===== config.mk =====
export PLATFORM = sky130hd
export DESIGN_NAME = voice_recorder_status_regs
export DESIGN_NICKNAME = d
export VERILOG_FILES = /design/src/design/voice_status_pkg.sv /design/src/design/link_sync.sv /design/src/design/voice_recorder_status_regs.sv
export SDC_FILE = /design/constraint.sdc
export NUM_CORES = 1
export LEC_CHECK = 0
export ABC_AREA = 0
export ABC_CLOCK_PERIOD_IN_PS = 2900
export BUFFER_PORTS_ARGS = -buffer_cell sky130_fd_sc_hd__buf_2
export CORE_ASPECT_RATIO = 0.8
export CORE_UTILIZATION = 35
export CTS_BUF_LIST = sky130_fd_sc_hd__clkbuf_8
export CTS_CLUSTER_SIZE = 8
export DETAILED_ROUTE_END_ITERATION = 8
export PLACE_DENSITY = 0.49
export SLEW_MARGIN = 20
export SYNTH_ARGS = -nofsm -noshare
export SYNTH_HDL_FRONTEND = slang
export SYNTH_SLANG_ARGS = --single-unit

===== constraint.sdc =====
create_clock -name clock -period 2.9 [get_ports clock]
set_input_delay 0.145 -clock clock [delete_from_list [all_inputs] [get_ports clock]]
set_output_delay 0.145 -clock clock [all_outputs]
set_load 0.005 [all_outputs]

===== src/design/voice_status_pkg.sv =====
// shared constants and types for the voice recorder status register block
package voice_status_pkg;

  // command opcodes
  localparam logic [7:0] OPC_POWER_UP = 8'h01;
  localparam logic [7:0] OPC_STOP = 8'h02;
  localparam logic [7:0] OPC_RESET = 8'h03;
  localparam logic [7:0] OPC_FLAG_CLEAR = 8'h04;
  localparam logic [7:0] OPC_STATUS_FETCH = 8'h05;
  localparam logic [7:0] OPC_READ_MSG_START = 8'h06;
  localparam logic [7:0] OPC_POWER_DOWN = 8'h07;
  localparam logic [7:0] OPC_PLAYBACK = 8'h40;
  localparam logic [7:0] OPC_CAPTURE = 8'h41;
  localparam logic [7:0] OPC_ERASE = 8'h42;
  localparam logic [7:0] OPC_ROUTE_CFG_READ = 8'h44;
  localparam logic [7:0] OPC_ROUTE_CFG_WRITE = 8'h45;
  localparam logic [7:0] OPC_SKIP_AHEAD = 8'h48;
  localparam logic [7:0] OPC_QUEUED_OUTPUT = 8'h80;
  localparam logic [7:0] OPC_QUEUED_CAPTURE = 8'h81;
  localparam logic [7:0] OPC_QUEUED_ERASE = 8'h82;

  // primary status word bit positions
  localparam int SR0_REJECT_BIT = 0;
  localparam int SR0_POWERED_BIT = 2;
  localparam int SR0_DONE_BIT = 4;
  localparam int SR0_ROW_LSB = 5;

  // secondary status bit positions
  localparam int SS_READY_BIT = 0;
  localparam int SS_ERASE_BIT = 1;
  localparam int SS_PLAY_BIT = 2;
  localparam int SS_CAPTURE_BIT = 3;
  localparam int SS_SLOT4_BIT = 4;
  localparam int SS_SLOT1_BIT = 7;

  // response byte positions within a frame
  localparam logic [2:0] BYTE_SR0_LO = 3'h0;
  localparam logic [2:0] BYTE_SR0_HI = 3'h1;
  localparam logic [2:0] BYTE_THIRD = 3'h2;
  localparam logic [2:0] BYTE_FOURTH = 3'h3;

  localparam int ROUTE_CFG_W = 12;
  localparam int PTR_W = 11;
  localparam logic [11:0] ROUTE_CFG_RESET = 12'h000;
  localparam logic [10:0] MSG_START_RESET = 11'h000;
  localparam logic POWERED_RESET = 1'b0;
  localparam int SYNC_STAGES = 2;

  typedef enum logic [1:0] {
    OP_IDLE = 2'b00,
    OP_CAPTURE = 2'b01,
    OP_PLAYBACK = 2'b11,
    OP_ERASE = 2'b10
  } op_state_t;

endpackage


===== src/design/link_sync.sv =====
// two-stage synchroniser for the serial link pins
`timescale 1ns/10ps
`default_nettype none
module link_sync #(
  parameter int W = 1,
  parameter logic [W-1:0] IDLE = '0
) (
  input wire logic clock,
  input wire logic resetn,
  input wire logic [W-1:0] din,
  output logic [W-1:0] dout
);
  logic [W-1:0] stage1;
  logic [W-1:0] stage2;

  // reset loads the pins' idle levels so release shows no false edge
  always_ff @(posedge clock or negedge resetn) begin
    if (!resetn) begin
      stage1 <= IDLE;
      stage2 <= IDLE;
    end else begin
      stage1 <= din;
      stage2 <= stage1;
    end
  end

  assign dout = stage2;
endmodule
`default_nettype wire


===== src/design/voice_recorder_status_regs.sv =====
// serial command front end with secondary status, route config and message pointer
`timescale 1ns/10ps
`default_nettype none
module voice_recorder_status_regs (
  input wire logic clock,
  input wire logic resetn,
  input wire logic sclk,
  input wire logic ss_n,
  input wire logic mosi,
  output logic miso,
  output logic miso_oe,
  input wire logic push_button_mode,
  input wire logic op_done,
  input wire logic [3:0] effect_set,
  input wire logic [3:0] effect_clear,
  input wire logic [10:0] current_row,
  input wire logic [10:0] next_message_row,
  output logic op_start,
  output logic [1:0] op_kind,
  output logic [10:0] op_start_row,
  output logic op_abort,
  output logic core_reset,
  output logic powered,
  output logic ready_level
);

  ////////////////////////////////////////////////////////////////////////////////
  // pin synchronisers

  logic [2:0] pins_sync;
  logic sclk_s;
  logic ss_n_s;
  logic mosi_s;
  logic sclk_q;
  logic ss_n_q;

  link_sync #(.W(3), .IDLE(3'h6)) u_sync (
    .clock(clock),
    .resetn(resetn),
    .din({sclk, ss_n, mosi}),
    .dout(pins_sync)
  );

  assign sclk_s = pins_sync[2];
  assign ss_n_s = pins_sync[1];
  assign mosi_s = pins_sync[0];

  // reset to idle-high so release does not look like a frame start
  always_ff @(posedge clock or negedge resetn) begin
    if (!resetn) begin
      sclk_q <= 1'b1;
      ss_n_q <= 1'b1;
    end else begin
      sclk_q <= sclk_s;
      ss_n_q <= ss_n_s;
    end
  end

  wire frame_active = ~ss_n_s & ~ss_n_q;
  wire frame_begin = ~ss_n_s & ss_n_q;
  wire frame_end = ss_n_s & ~ss_n_q;
  wire sclk_rise = sclk_s & ~sclk_q & frame_active;
  wire sclk_fall = ~sclk_s & sclk_q & frame_active;

  ////////////////////////////////////////////////////////////////////////////////
  // receive shifter, least significant bit first

  logic [2:0] bit_cnt;
  logic [2:0] byte_cnt;
  logic [7:0] rx_shift;
  logic [7:0] cmd_byte;
  logic [7:0] data1;
  logic [7:0] data2;

  wire [7:0] rx_next = {mosi_s, rx_shift[7:1]};
  wire byte_done = sclk_rise & (bit_cnt == 3'h7);

  always_ff @(posedge clock or negedge resetn) begin
    if (!resetn) begin
      bit_cnt <= 3'h0;
      byte_cnt <= 3'h0;
      rx_shift <= 8'h00;
    end else if (frame_begin) begin
      bit_cnt <= 3'h0;
      byte_cnt <= 3'h0;
    end else if (sclk_rise) begin
      rx_shift <= rx_next;
      bit_cnt <= bit_cnt + 3'h1;
      // saturate so long frames cannot wrap onto the command slot
      if (bit_cnt == 3'h7 && byte_cnt != 3'h7) begin
        byte_cnt <= byte_cnt + 3'h1;
      end
    end
  end

  always_ff @(posedge clock or negedge resetn) begin
    if (!resetn) begin
      cmd_byte <= 8'h00;
      data1 <= 8'h00;
      data2 <= 8'h00;
    end else if (byte_done) begin
      if (byte_cnt == 3'h0) cmd_byte <= rx_next;
      if (byte_cnt == 3'h1) data1 <= rx_next;
      if (byte_cnt == 3'h2) data2 <= rx_next;
    end
  end

  ////////////////////////////////////////////////////////////////////////////////
  // command decode and acceptance

  voice_status_pkg::op_state_t op_state;
  logic set_mode;
  logic [7:0] set_cmd;
  logic queued;
  logic [10:0] queued_row;
  logic [3:0] effect_stored;
  logic cmd_reject;
  logic done_flag;
  logic [11:0] route_cfg;
  logic [10:0] msg_start;

  wire is_pu = cmd_byte == voice_status_pkg::OPC_POWER_UP;
  wire is_stop = cmd_byte == voice_status_pkg::OPC_STOP;
  wire is_reset = cmd_byte == voice_status_pkg::OPC_RESET;
  wire is_clear = cmd_byte == voice_status_pkg::OPC_FLAG_CLEAR;
  wire is_status = cmd_byte == voice_status_pkg::OPC_STATUS_FETCH;
  wire is_rd_ptr = cmd_byte == voice_status_pkg::OPC_READ_MSG_START;
  wire is_pd = cmd_byte == voice_status_pkg::OPC_POWER_DOWN;
  wire is_play = cmd_byte == voice_status_pkg::OPC_PLAYBACK;
  wire is_rec = cmd_byte == voice_status_pkg::OPC_CAPTURE;
  wire is_erase = cmd_byte == voice_status_pkg::OPC_ERASE;
  wire is_rd_cfg = cmd_byte == voice_status_pkg::OPC_ROUTE_CFG_READ;
  wire is_wr_cfg = cmd_byte == voice_status_pkg::OPC_ROUTE_CFG_WRITE;
  wire is_skip = cmd_byte == voice_status_pkg::OPC_SKIP_AHEAD;
  wire is_set_play = cmd_byte == voice_status_pkg::OPC_QUEUED_OUTPUT;
  wire is_queued_capture_cmd = cmd_byte == voice_status_pkg::OPC_QUEUED_CAPTURE;
  wire is_set_erase = cmd_byte == voice_status_pkg::OPC_QUEUED_ERASE;
  wire is_set = is_set_play | is_queued_capture_cmd | is_set_erase;
  wire is_start = is_play | is_rec | is_erase | is_set;
  wire is_known = is_pu | is_stop | is_reset | is_clear | is_status | is_rd_ptr | is_pd |
                  is_start | is_rd_cfg | is_wr_cfg | is_skip;

  wire op_busy = op_state != voice_status_pkg::OP_IDLE;
  wire cap_active = op_state == voice_status_pkg::OP_CAPTURE;
  wire play_active = op_state == voice_status_pkg::OP_PLAYBACK;
  wire erase_active = op_state == voice_status_pkg::OP_ERASE;
  wire exempt = is_reset | is_clear | is_status | is_pd;
  wire stop_ok = is_stop & (cap_active | play_active);
  wire same_set = set_mode & ~queued & (cmd_byte == set_cmd);
  wire accept = op_busy ? (exempt | stop_ok | same_set) : is_known;
  wire fire = frame_end & (byte_cnt != 3'h0);
  wire do_cmd = fire & accept;
  wire do_reject = fire & ~accept;

  wire start_new = do_cmd & ~op_busy & is_start;
  wire enqueue = do_cmd & op_busy & same_set;
  wire halt = do_cmd & (is_stop | is_reset | is_pd);
  wire done_now = op_done & op_busy & ~halt;
  wire [10:0] cmd_row = {data2[2:0], data1};

  voice_status_pkg::op_state_t start_state;
  always_comb begin
    case (cmd_byte)
      voice_status_pkg::OPC_CAPTURE: start_state = voice_status_pkg::OP_CAPTURE;
      voice_status_pkg::OPC_QUEUED_CAPTURE: start_state = voice_status_pkg::OP_CAPTURE;
      voice_status_pkg::OPC_PLAYBACK: start_state = voice_status_pkg::OP_PLAYBACK;
      voice_status_pkg::OPC_QUEUED_OUTPUT: start_state = voice_status_pkg::OP_PLAYBACK;
      voice_status_pkg::OPC_ERASE: start_state = voice_status_pkg::OP_ERASE;
      voice_status_pkg::OPC_QUEUED_ERASE: start_state = voice_status_pkg::OP_ERASE;
      default: start_state = voice_status_pkg::OP_IDLE;
    endcase
  end

  ////////////////////////////////////////////////////////////////////////////////
  // operation state and core handshake

  always_ff @(posedge clock or negedge resetn) begin
    if (!resetn) begin
      op_state <= voice_status_pkg::OP_IDLE;
      set_mode <= 1'b0;
      set_cmd <= 8'h00;
      queued <= 1'b0;
      queued_row <= 11'h000;
    end else if (halt) begin
      op_state <= voice_status_pkg::OP_IDLE;
      set_mode <= 1'b0;
      queued <= 1'b0;
    end else if (start_new) begin
      op_state <= start_state;
      set_mode <= is_set;
      set_cmd <= cmd_byte;
    end else if (enqueue) begin
      queued <= 1'b1;
      queued_row <= cmd_row;
    end else if (done_now) begin
      // a queued set command follows on directly, same kind
      if (queued) begin
        queued <= 1'b0;
      end else begin
        op_state <= voice_status_pkg::OP_IDLE;
        set_mode <= 1'b0;
      end
    end
  end

  always_ff @(posedge clock or negedge resetn) begin
    if (!resetn) begin
      op_start <= 1'b0;
      op_kind <= 2'b00;
      op_start_row <= 11'h000;
      op_abort <= 1'b0;
      core_reset <= 1'b0;
    end else begin
      op_start <= start_new | (done_now & queued);
      op_abort <= halt & op_busy;
      core_reset <= do_cmd & is_reset;
      if (start_new) begin
        op_kind <= start_state;
        op_start_row <= is_set ? cmd_row : current_row;
      end else if (done_now & queued) begin
        op_start_row <= queued_row;
      end
    end
  end

  ////////////////////////////////////////////////////////////////////////////////
  // flags, route configuration and pointer

  always_ff @(posedge clock or negedge resetn) begin
    if (!resetn) begin
      cmd_reject <= 1'b0;
      done_flag <= 1'b0;
      effect_stored <= 4'h0;
      powered <= voice_status_pkg::POWERED_RESET;
    end else begin
      // each frame of at least one whole byte rewrites the flag: set when ignored, clear when taken
      if (fire) cmd_reject <= do_reject;
      // completion beats a clear arriving in the same cycle
      if (done_now) begin
        done_flag <= 1'b1;
      end else if (do_cmd & is_clear) begin
        done_flag <= 1'b0;
      end
      effect_stored <= (effect_stored & ~effect_clear) | effect_set;
      if (do_cmd & is_pu) powered <= 1'b1;
      if (do_cmd & is_pd) powered <= 1'b0;
    end
  end

  always_ff @(posedge clock or negedge resetn) begin
    if (!resetn) begin
      route_cfg <= voice_status_pkg::ROUTE_CFG_RESET;
    end else if (do_cmd & is_reset) begin
      route_cfg <= voice_status_pkg::ROUTE_CFG_RESET;
    end else if (do_cmd & is_wr_cfg) begin
      route_cfg <= {data2[3:0], data1};
    end
  end

  // only skip-ahead, reset and capture starts touch the pointer
  always_ff @(posedge clock or negedge resetn) begin
    if (!resetn) begin
      msg_start <= voice_status_pkg::MSG_START_RESET;
    end else if (do_cmd & is_reset) begin
      msg_start <= voice_status_pkg::MSG_START_RESET;
    end else if (do_cmd & is_skip) begin
      msg_start <= next_message_row;
    end else if (start_new & (start_state == voice_status_pkg::OP_CAPTURE)) begin
      msg_start <= is_set ? cmd_row : current_row;
    end
  end

  ////////////////////////////////////////////////////////////////////////////////
  // status words and response shifter

  // same ready rule in both modes; set ops report an empty one-deep buffer
  wire ready = ~op_busy | (set_mode & ~queued);
  assign ready_level = ready;

  wire [15:0] sr0 = {current_row, done_flag, 1'b0, powered, 1'b0, cmd_reject};
  wire [7:0] sec_status = {effect_stored[0], effect_stored[1], effect_stored[2],
                           effect_stored[3], cap_active, play_active,
                           erase_active, ready};

  logic [15:0] read_word;
  always_comb begin
    read_word = 16'h0000;
    if (is_status) read_word = {8'h00, sec_status};
    if (is_rd_ptr) read_word = {5'h00, msg_start};
    if (is_rd_cfg) read_word = {4'h0, route_cfg};
  end

  logic [7:0] resp_byte;
  always_comb begin
    case (byte_cnt)
      voice_status_pkg::BYTE_SR0_LO: resp_byte = sr0[7:0];
      voice_status_pkg::BYTE_SR0_HI: resp_byte = sr0[15:8];
      voice_status_pkg::BYTE_THIRD: resp_byte = read_word[7:0];
      voice_status_pkg::BYTE_FOURTH: resp_byte = read_word[15:8];
      default: resp_byte = 8'h00;
    endcase
  end

  // status is live, not frozen at frame start: fields may move mid-frame
  always_ff @(posedge clock or negedge resetn) begin
    if (!resetn) begin
      miso <= 1'b0;
      miso_oe <= 1'b0;
    end else begin
      miso_oe <= ~ss_n_s;
      if (frame_begin) begin
        miso <= sr0[voice_status_pkg::SR0_REJECT_BIT];
      end else if (sclk_fall) begin
        miso <= resp_byte[bit_cnt];
      end
    end
  end
endmodule
`default_nettype wire


==> metrics.json, run 1 <==
{
  "fmaxAchievable_mhz": 370,
  "grt_max_degree": 57,
  "path_clk_slew_ns": 0.09,
  "global_route.peak_usage_layer": "met2",
  "cp.required_ns": 3.18,
  "slew_violations": 0,
  "floorplan.core_area_sq_mm": 0.0157,
  "synth_warnings": 0,
  "global_route_wire_length_before_repair_um": 23200,
  "async_reset_ff_frac": 1.00,
  "antenna-diode-count": 0,
  "share_of_post_route_cells_with_drive_strength_above_1": 0.273,
  "detail_route.drc_violations": 0,
  "crit_path_top_delay_cell": "sky130_fd_sc_hd__dfrtp_1",
  "worst_clock_skew_ns": 0.0198,
  "rsz0062_at_grt": "no",
  "viasPerCell": 5.12,
  "ys_types": 66,
  "crit_family": "compound AO/OA/AOI/OAI gates",
  "worst-endpoint-arrival_ns": 2.98,
  "antenna_violating_nets_post_route": 0,
  "route.detailed.wl_per_inst_um": 17.9,
  "ys.flop_type": "sky130_fd_sc_hd__dfrtp_1",
  "timing.final.setup_violations": 0,
  "root_buffer": "sky130_fd_sc_hd__clkbuf_8",
  "worstPathMaxFanout": 21,
  "layout.area.seq_sq_mm": 0.00281,
  "design.portCount": 57,
  "detailedPlacementHpwl_um": 11100,
  "synthToLayoutAreaGrowth_pct": 18.2,
  "die_h_um": 115,
  "via_count": 4214,
  "power_density_mw_per_mm2": 438,
  "synthesis.instances": 520,
  "timing.final.hold_violations": 0,
  "grt_use_total": 0.191,
  "gr-usage-met1": 0.274,
  "cts_tree": "yes",
  "cts-htree-levels": 3,
  "worstSetupPathType": "reg -> reg",
  "gpl.final_weighted_congestion": 0.954,
  "clock-sinks": 112,
  "min_path_type": "in -> reg",
  "netlist.top_cell.by_area": "sky130_fd_sc_hd__dfrtp_1",
  "total_leakage_power_nw": 3.26,
  "die_width_um": 144,
  "top_library_cells_by_usage_in_the_layout_fill_and_taps_aside": "106 x sky130_fd_sc_hd__dfrtp_1, 72 x sky130_fd_sc_hd__nand2_1, 54 x sky130_fd_sc_hd__buf_2",
  "final_cells": 823,
  "die_area_sq_mm": 0.0166,
  "critPathCaptureType": "flip-flop",
  "cp_cell_sequence": "nor4b_2 -> a31oi_1 -> a2111oi_2 -> o31ai_1 -> buf_4 -> a221o_2 -> a32o_1",
  "placementRows": 41,
  "post-synth-top-area-fraction": 0.472,
  "critical-path-max-stage-delay_ns": 0.53,
  "final_common_cell": "sky130_fd_sc_hd__dfrtp_1",
  "detailedRoute.firstIterationViolations": 275,
  "run_status": "complete, no violations",
  "fin_tns_setup_ns": 0,
  "peakVddDrop_mv": 0.179,
  "groute.layer.met2.usage": 0.285,
  "numCtsBuffers": 9,
  "edff_count_synth": 0,
  "floorplan.initialDensity": 0.357,
  "cp_num_buf_inv": 1,
  "finish.utilization": 0.421,
  "synthesis.area_sq_mm": 0.00562,
  "placedCellCount": 789,
  "post-route-min-period_ns": 2.70,
  "cts_setup_buffers": 0,
  "grt_pass1_vias": 4020,
  "synth.area.top_cells": "sky130_fd_sc_hd__dfrtp_1 47%, sky130_fd_sc_hd__mux2_2 7.6%, sky130_fd_sc_hd__nand2_1 4.8%, sky130_fd_sc_hd__mux2i_1 3.9%, sky130_fd_sc_hd__o21ai_0 3.7%",
  "wirelength_um": 14800,
  "drt_pass1_iterations": 5,
  "antenna_violations_before_repair": 0,
  "ys_ff_latch": 112,
  "gr-usage-met3": 0.0546,
  "postSynthNetCount": 565,
  "drv.max_cap_violation_count": 0,
  "gr-total-overflow": 0,
  "n_fill_cell": 1544,
  "avgSynthCellArea_sq_um": 10.8,
  "cts_buffer_depth": 2,
  "relSlewSlack": 0.516,
  "placement.io_buffers": 55,
  "nNetsFinal": 648,
  "multiInputGateArea_sq_mm": 0.00262,
  "synth.yosys.seq_area_share": 0.500,
  "clock_insertion_delay_worst_skew_ns": 0.40,
  "start_kind": "flip-flop",
  "min_period_over_period": 0.932,
  "worst-slew-pin-transition_ns": 0.708
}
-- layer usage --
layer / wire (um) / vias to the layer above
met5: 0 / -
met4: 172 / 0
met3: 822 / 14
met2: 6480 / 115
met1: 7300 / 2053
li1: - / 2032
-- state kept, by name (all words and copies together), names as in the netlist, 2 cells and up --
name,count
route_cfg,12
msg_start,11
op_start_row,11
queued_row,11
cmd_byte,8
data1,8
set_cmd,8
rx_shift,7
data2,4
effect_stored,4
bit_cnt,3
byte_cnt,3
u_sync.dout,3
u_sync.stage1,3
op_kind,2
op_state,2
-- power by group --
part / internal [W] / switching (W)
combinational: 0.0000903 / 0.0000989
clock: 0.000502 / 0.000537
sequential: 0.00162 / 0.0000612
-- path summary, 6_finish.rpt --
check | depth (start not counted) | to | from | slack (ns)
setup / recovery | 7 | route_cfg[10] | cmd_byte[6] | 0.20
max in group asynchronous | 3 | queued_row[6] | resetn | 1.81
hold / removal | 3 | msg_start[9] | next_message_row[9] | 0.01
hold reg to reg | 0 | u_sync.dout[1] | u_sync.stage1[1] | 0.36
min in group asynchronous | 2 | queued_row[10] | resetn | 0.33
setup reg to reg | 7 | route_cfg[10] | cmd_byte[6] | 0.20
-- repair_timing --
action | 4_1_cts | 5_1_grt
setup endpoints to repair | 0 | 23
endpoints found under the hold margin | 61 | 1
gates resized for setup | 0 | 2
hold buffers | 17 | 1
-- metrics by stage --
stage / power (W) / instance area [sq um] / hold slack, ns / setup WS [ns]
finish: 0.00290 / 6640 / 0.00974 / 0.196
global route: 0.00304 / 6640 / 0.0102 / 0.0236
CTS: 0.00295 / 6620 / 0.000486 / 0.0390
detailed placement: 0.00188 / 6230 / 0.249 / 0.0405
global placement: 0.00188 / 6230 / 0.244 / 0.128
floorplan: 0.00176 / 5620 / -0.151 / 0.454
-- synth_stat cells, types with 3 or more instances --
cell and instances:
sky130_fd_sc_hd__ha_1 8, sky130_fd_sc_hd__buf_6 3, sky130_fd_sc_hd__nor2b_1 5, sky130_fd_sc_hd__and3_1 3
sky130_fd_sc_hd__nor4b_2 4, sky130_fd_sc_hd__clkbuf_1 17, sky130_fd_sc_hd__inv_1 11, sky130_fd_sc_hd__o21ai_0 42
sky130_fd_sc_hd__nand4_1 5, sky130_fd_sc_hd__nor2_1 25, sky130_fd_sc_hd__a32o_1 4, sky130_fd_sc_hd__mux2_4 9
sky130_fd_sc_hd__buf_2 7, sky130_fd_sc_hd__a21oi_1 11, sky130_fd_sc_hd__a31oi_1 5, sky130_fd_sc_hd__and2_1 8
sky130_fd_sc_hd__dfrtp_1 106, sky130_fd_sc_hd__nand2b_1 3, sky130_fd_sc_hd__a22o_1 6, sky130_fd_sc_hd__mux2_2 38
sky130_fd_sc_hd__mux2i_1 22, sky130_fd_sc_hd__nand2_1 72, sky130_fd_sc_hd__a2111oi_0 3, sky130_fd_sc_hd__a22oi_1 6
sky130_fd_sc_hd__nor3_1 4, sky130_fd_sc_hd__xor2_1 9, sky130_fd_sc_hd__nand3b_1 3, sky130_fd_sc_hd__dfstp_2 6
sky130_fd_sc_hd__o211ai_1 5, sky130_fd_sc_hd__nand3_1 17, sky130_fd_sc_hd__o21ai_1 9
-- tightest hold or removal path, stage by stage --
cell,delay [ns]
sky130_fd_sc_hd__buf_2,0.09
sky130_fd_sc_hd__mux2i_1,0.06
sky130_fd_sc_hd__nor2_1,0.07
-- layout make-up --
class	count	share of cell area
Tap cell	215	0.0405
Inverter	11	0.00622
Sequential cell	112	0.423
Clock inverter	6	0.0119
Clock buffer	10	0.0207
Timing Repair Buffer	102	0.102
Multi-Input combinational cell	367	0.395
-- logic make-up (layout without fill, tap and decap cells) --
kind of cell	Yosys count	in the layout	synth area share
adder cells (fa/ha/maj)	8	8	0.0178
flip-flops	112	112	0.500
XOR/XNOR	9	9	0.0140
multiplexers	71	71	0.143
AO/OA/AOI/OAI	114	114	0.135
AND/OR/NAND/NOR	165	165	0.155
buffers and inverters	41	129	0.0336
(Power assumes the default switching activity.)
==> run 2: changes to the inputs <==
--- a/config.mk
+++ b/config.mk
@@ -15,5 +15,5 @@
 export DETAILED_ROUTE_END_ITERATION = 8
 export PLACE_DENSITY = 0.49
-export SLEW_MARGIN = 20
+export SLEW_MARGIN = 10
 export SYNTH_ARGS = -nofsm -noshare
 export SYNTH_HDL_FRONTEND = slang
==> constraint.sdc (replaced) <==
create_clock -name clock -period 2.9 [get_ports clock]
set_input_delay 0.87 -clock clock [delete_from_list [all_inputs] [get_ports clock]]
set_output_delay 0.87 -clock clock [all_outputs]
set_load 0.005 [all_outputs]
==> run 2 against run 1 <==
Effect of this change:
- maximum frequency fell by 0.25%
- total power is 7.2% lower
- via count fell by 0.52%
- clock-buffer cell count shrank 1
- sequential share of layout area increased by 1.3 points
==> metrics.json, run 2 (same netlist as run 1, synthesis figures left out) <==
{
  "run_status": "complete, no violations",
  "via_count": 4192,
  "multiInputGateArea_sq_mm": 0.00262,
  "floorplan.core_area_sq_mm": 0.0157,
  "detail_route.drc_violations": 0,
  "antenna_violations_before_repair": 0,
  "placementRows": 41,
  "critPathCaptureType": "flip-flop",
  "antenna_violating_nets_post_route": 0,
  "seqPwrFrac": 0.622,
  "power_density_mw_per_mm2": 418,
  "worstSetupPathType": "reg -> reg",
  "dp_slack_ns": 0.0618,
  "share_of_post_route_cells_with_drive_strength_above_1": 0.280,
  "wirelength_um": 14700,
  "n_fill_cell": 1561,
  "power.share.switching": 0.259,
  "power_frac_comb": 0.064,
  "rsz0062_at_grt": "no",
  "min_path_type": "reg -> reg",
  "fmaxAchievable_mhz": 369,
  "total_leakage_power_nw": 3.17,
  "viasPerCell": 5.21,
  "peakVddDrop_mv": 0.190,
  "gr-total-overflow": 0,
  "detailedRoute.firstIterationViolations": 358,
  "root_buffer": "sky130_fd_sc_hd__clkbuf_8",
  "cts_tree": "yes",
  "clock_insertion_delay_worst_skew_ns": 0.40,
  "cts_buffer_depth": 2,
  "layout.area.seq_sq_mm": 0.00281,
  "die_width_um": 144,
  "gpl.final_weighted_congestion": 0.927,
  "detailedPlacementHpwl_um": 11000,
  "slew_violations": 0,
  "worst-endpoint-arrival_ns": 2.99,
  "start_kind": "flip-flop",
  "design.portCount": 57,
  "timing.final.setup_violations": 0,
  "route.detailed.wl_per_inst_um": 18.3,
  "final_common_cell": "sky130_fd_sc_hd__dfrtp_1",
  "final_cells": 805,
  "timing.final.hold_violations": 0,
  "worstPathMaxFanout": 8,
  "worst_clock_skew_ns": 0.0143,
  "grt_use_total": 0.191,
  "finish.utilization": 0.409,
  "global_route_wire_length_before_repair_um": 23200,
  "post-route-min-period_ns": 2.71,
  "clkPwrFrac": 0.314,
  "path_clk_slew_ns": 0.10,
  "grt_max_degree": 44,
  "min_period_over_period": 0.935,
  "placedCellCount": 789,
  "top_library_cells_by_usage_in_the_layout_fill_and_taps_aside": "106 x sky130_fd_sc_hd__dfrtp_1, 72 x sky130_fd_sc_hd__nand2_1, 54 x sky130_fd_sc_hd__buf_2",
  "placement.io_buffers": 55,
  "net-switching-power_w": 0.000698,
  "drt_pass1_iterations": 4,
  "antenna-diode-count": 0,
  "worst_slack_ns": 0.189,
  "clock-sinks": 112,
  "drv.max_cap_violation_count": 0,
  "die_h_um": 115,
  "die_area_sq_mm": 0.0166,
  "relSlewSlack": 0.433,
  "cts-htree-levels": 3,
  "worst-slew-pin-transition_ns": 0.829,
  "hold_buffers": 0,
  "max_flop_register": "route_cfg",
  "floorplan.initialDensity": 0.357,
  "cp.required_ns": 3.18,
  "synthToLayoutAreaGrowth_pct": 14.7,
  "p_int_w": 0.00200,
  "nNetsFinal": 630,
  "numCtsBuffers": 9,
  "fin_tns_setup_ns": 0,
  "grt_pass1_vias": 3988,
  "largest_register_ff_count": 12
}
==> run 2: cell count changes in the layout (fill, tap and decap cells not counted) <==
cell | before | now
sky130_fd_sc_hd__clkinv_4 | 0 | 1
sky130_fd_sc_hd__dlygate4sd3_1 | 18 | 0
sky130_fd_sc_hd__buf_12 | 0 | 3
sky130_fd_sc_hd__clkinvlp_4 | 1 | 3
sky130_fd_sc_hd__bufinv_16 | 2 | 0
sky130_fd_sc_hd__buf_4 | 30 | 27
sky130_fd_sc_hd__a221o_2 | 1 | 0
sky130_fd_sc_hd__a221o_1 | 1 | 2
sky130_fd_sc_hd__clkbuf_8 | 10 | 9
==> run 2: what timing repair did <==
item | 4_1_cts | 5_1_grt
setup endpoints to repair | 0 | 11
setup buffers | 0 | 0
gates resized for setup | 0 | 1
endpoints found under the hold margin | 0 | 0
==> run 2: power by group through the flow <==
| stage | Combinational (W) | Clock [W] | Sequential (W) |
|---|---|---|---|
| final | 0.000173 | 0.000846 | 0.00168 |
| after global routing | 0.000196 | 0.000952 | 0.00169 |
| after CTS | 0.000177 | 0.000888 | 0.00168 |
| after detailed placement | 0.000176 | 0 | 0.00171 |
| after global placement | 0.000173 | 0 | 0.00171 |
| after floorplan | 0.0000856 | 0 | 0.00168 |
==> run 2: metrics by stage <==
step                cell area (sq um)  hold slack (ns)  total power [W]
global route                     6440            0.375          0.00284
floorplan                        5620            0.331          0.00176
CTS                              6440            0.360          0.00274
global placement                 6270            0.333          0.00188
finish                           6440            0.356          0.00269
detailed placement               6270            0.336          0.00188
==> run 2: critical path, stage by stage (launching register included) <==
cell and delay, ns:
sky130_fd_sc_hd__dfrtp_1 0.66, sky130_fd_sc_hd__nor4b_4 0.11, sky130_fd_sc_hd__buf_4 0.18, sky130_fd_sc_hd__and2_1 0.28, sky130_fd_sc_hd__a22o_1 0.27, sky130_fd_sc_hd__a2111oi_0 0.76
sky130_fd_sc_hd__nand2_1 0.11, sky130_fd_sc_hd__nand4_1 0.11, sky130_fd_sc_hd__o211ai_1 0.11
==> run 2: layout make-up <==
type                            count  area share
Inverter                           11     0.00641
Multi-Input combinational cell    367       0.407
Clock buffer                        9      0.0192
Timing Repair Buffer               84      0.0827
Tap cell                          215      0.0418
Clock inverter                      7     0.00660
Sequential cell                   112       0.436
==> run 2: path summary, 6_finish.rpt <==
path | slack (ns) | end | from | cells after the start
setup / recovery | 0.19 | miso | cmd_byte[5] | 8
hold / removal | 0.36 | u_sync.dout[0] | u_sync.stage1[0] | 0
setup reg to reg | 0.19 | miso | cmd_byte[5] | 8
hold reg to reg | 0.36 | u_sync.dout[0] | u_sync.stage1[0] | 0
max in group asynchronous | 1.71 | ss_n_q | resetn | 2
min in group asynchronous | 0.47 | op_start_row[1] | resetn | 1
==> run 2: routing by layer <==
metal	global-route usage	up-vias	part of all wire
li1	-	1994	-
met1	0.279	2062	0.51
met2	0.280	122	0.43
met3	0.0496	14	0.052
met4	0.0454	0	0.014
met5	0	-	0
==> run 3: changes to the inputs <==
ABC_AREA = 1   (was 0)
==> run 3 against run 2 <==
Effect of this change:
- via count increased by 16%
- combinational power increased by 35%
- register-to-register slack improved by 0.22 ns
- clock skew decreased by 0.0013 ns
- first-iteration DRC count decreased by 10%
- area after synthesis increased by 3.2%
- sequential power about the same
- final cell count increased by 26%
- non-clock buffer count decreased by 16
- die area increased by 3.2%
==> metrics.json, run 3 <==
{
  "grt_use_total": 0.197,
  "synth_warnings": 0,
  "layout.area.seq_sq_mm": 0.00281,
  "worst_clock_skew_ns": 0.0129,
  "floorplan.initialDensity": 0.362,
  "timing.final.setup_violations": 0,
  "placement.io_buffers": 55,
  "largest_register_ff_count": 12,
  "route.detailed.wl_per_inst_um": 15.7,
  "cts_setup_buffers": 0,
  "synthAdderAreaFrac": 0.0173,
  "start_kind": "flip-flop",
  "antenna_violations_before_repair": 0,
  "placedCellCount": 996,
  "viasPerCell": 4.81,
  "clock_insertion_delay_worst_skew_ns": 0.40,
  "run_status": "complete, no violations",
  "max_flop_register": "route_cfg",
  "reg2reg_capture_point": "route_cfg[1]",
  "critPathCapture": "route_cfg[1]",
  "cp.required_ns": 3.19,
  "ys.flop_type": "sky130_fd_sc_hd__dfrtp_1",
  "synth_compound_gate_area_share": 0.115,
  "clkPwrFrac": 0.321,
  "final_cells": 1012,
  "relSlewSlack": 0.683,
  "die_area_sq_mm": 0.0171,
  "share_of_post_route_cells_with_drive_strength_above_1": 0.164,
  "critPathCaptureType": "flip-flop",
  "reg2reg_slack_ns": 0.41,
  "gpl.final_weighted_congestion": 0.911,
  "root_buffer": "sky130_fd_sc_hd__clkbuf_8",
  "slew_violations": 0,
  "detail_route.drc_violations": 0,
  "post-synth-top-area-fraction": 0.457,
  "seqPwrFrac": 0.595,
  "placementRows": 41,
  "edff_count_synth": 0,
  "cp_cell_sequence": "inv_2 -> nand2_1 -> nor2_1 -> nand3_1 -> inv_2 -> nor3_1 -> nand2_1 -> nand2_2 -> nand2_4 -> nand2_4 -> nor2_4 -> o21ai_0 -> o21ai_1 -> inv_1",
  "min_period_over_period": 0.860,
  "post_synth_and_or_nand_nor_area_fraction": 0.276,
  "antenna-diode-count": 0,
  "final_common_cell": "sky130_fd_sc_hd__nand2_1",
  "synth_mux_area_frac": 0,
  "path_clk_slew_ns": 0.10,
  "cts_buffer_depth": 2,
  "synthesis.instances": 741,
  "synthMostInstantiatedCell": "sky130_fd_sc_hd__nand2_1",
  "via_count": 4870,
  "drv.max_cap_violation_count": 0,
  "cts_tree": "yes",
  "fin_tns_setup_ns": 0,
  "wirelength_um": 15900,
  "xor_xnor_portion_of_the_synthesized_cell_area": 0.0121,
  "power_density_mw_per_mm2": 429,
  "antenna_violating_nets_post_route": 0,
  "critical-path-max-stage-delay_ns": 0.48,
  "grt_max_degree": 59,
  "synth.yosys.seq_area_share": 0.485,
  "die_h_um": 117,
  "main_combinational_cell_family_by_area_after_synthesis": "simple AND/OR/NAND/NOR gates",
  "worstSetupPathType": "reg -> reg",
  "r2r_start": "cmd_byte[0]",
  "nNetsFinal": 837,
  "clock-sinks": 112,
  "p_int_w": 0.00209,
  "fin_total_pwr_w": 0.00279,
  "worst-endpoint-arrival_ns": 2.79,
  "cts-htree-levels": 3,
  "multiInputGateArea_sq_mm": 0.00244,
  "post-route-min-period_ns": 2.49,
  "die_width_um": 146,
  "n_fill_cell": 1747,
  "total_leakage_power_nw": 3.39,
  "numCtsBuffers": 9,
  "detailedRoute.firstIterationViolations": 322,
  "postSynthNetCount": 786,
  "ys_types": 38,
  "timing.final.hold_violations": 0,
  "design.portCount": 57,
  "rsz0062_at_grt": "no",
  "floorplan.core_area_sq_mm": 0.0160,
  "peakVddDrop_mv": 0.212,
  "power_frac_comb": 0.084,
  "worst-r2r-cell-count": 14,
  "crit_path_top_delay_cell": "sky130_fd_sc_hd__dfrtp_1",
  "gr-total-overflow": 0,
  "hold_buffers": 0,
  "synth.area.top_cells": "sky130_fd_sc_hd__dfrtp_1 46%, sky130_fd_sc_hd__nand2_1 15%, sky130_fd_sc_hd__inv_1 5.6%, sky130_fd_sc_hd__nand3_1 5.0%, sky130_fd_sc_hd__o21ai_0 3.7%",
  "power.share.switching": 0.250,
  "avgSynthCellArea_sq_um": 7.82,
  "detailedPlacementHpwl_um": 12000,
  "async_reset_ff_frac": 1.00,
  "global_route_wire_length_before_repair_um": 25300,
  "top_library_cells_by_usage_in_the_layout_fill_and_taps_aside": "232 x sky130_fd_sc_hd__nand2_1, 106 x sky130_fd_sc_hd__dfrtp_1, 92 x sky130_fd_sc_hd__inv_1",
  "netlist.top_cell.by_area": "sky130_fd_sc_hd__dfrtp_1",
  "synthToLayoutAreaGrowth_pct": 12.1,
  "setup.worst_path.start": "cmd_byte[0]",
  "net-switching-power_w": 0.000695,
  "ys_ff_latch": 112,
  "synthesis.area_sq_mm": 0.00580,
  "worstPathMaxFanout": 19,
  "fmaxAchievable_mhz": 401,
  "min_path_type": "reg -> reg",
  "worst-slew-pin-transition_ns": 0.474,
  "synth_common_cells": "233 x sky130_fd_sc_hd__nand2_1, 106 x sky130_fd_sc_hd__dfrtp_1, 86 x sky130_fd_sc_hd__inv_1",
  "drt_pass1_iterations": 5,
  "grt_pass1_vias": 4689
}
==> run 3: repair_timing <==
action                                  CTS  global route
hold endpoints to repair                  0             0
endpoints found under the setup margin    0            20
resized for setup                         0             2
==> run 3: logic make-up (layout without fill, tap and decap cells) <==
group           after synthesis  count (layout)
fa+ha+maj                     8               8
compound gates              120             120
buf+inv                     134             190
simple gates                359             359
xor+xnor                      8               8
flops                       112             112
==> run 3: how the worst min path moves through the flow <==
stage | from | end | slack [ns] | cells past startpoint
global route | u_sync.stage1[0] | u_sync.dout[0] | 0.36 | 0
finish | u_sync.stage1[0] | u_sync.dout[0] | 0.36 | 0
global placement | u_sync.stage1[0] | u_sync.dout[0] | 0.34 | 0
floorplan | u_sync.stage1[0] | u_sync.dout[0] | 0.33 | 0
CTS | u_sync.stage1[0] | u_sync.dout[0] | 0.36 | 0
detailed placement | u_sync.stage1[0] | u_sync.dout[0] | 0.34 | 0
==> run 3: cell type report <==
class,count,area share
flip-flops and latches,112,0.432
clock buffers,9,0.0191
repair buffers,68,0.0622
well taps,215,0.0414
multi-input cells,495,0.376
inverters,106,0.0612
clock inverters,7,0.00808
==> run 3: power by group through the flow <==
stage                     Combinational, W  Clock, W  Sequential (W)
final                             0.000234  0.000895         0.00166
after global routing              0.000268   0.00100         0.00167
after CTS                         0.000240  0.000930         0.00166
after detailed placement          0.000238         0         0.00169
after global placement            0.000237         0         0.00169
after floorplan                   0.000109         0         0.00168
==> run 3: per-stage QoR <==
stage	hold slack, ns	setup WS (ns)	cell area (sq um)	utilization
finish	0.356	0.405	6500	0.406
detailed placement	0.339	0.265	6320	0.395
floorplan	0.331	0.844	5800	-
global route	0.363	0.109	6500	0.406
CTS	0.361	0.258	6490	0.406
global placement	0.336	0.332	6320	0.395
==> run 3: worst max-delay path, delay by kind of cell (launching register included) <==
kind | cells | cell delay (ns)
buffers and inverters | 3 | 0.43
DFF | 1 | 0.48
and+or+nand+nor | 9 | 1.18
AOI/OAI and AO/OA | 2 | 0.29
==> run 3: layer usage <==
layer  track usage  up-vias  share of wire
li1              -     2452              -
met1         0.282     2275           0.50
met2         0.304      127           0.43
met3        0.0426       16          0.050
met4        0.0505        0          0.014
met5             0        -              0
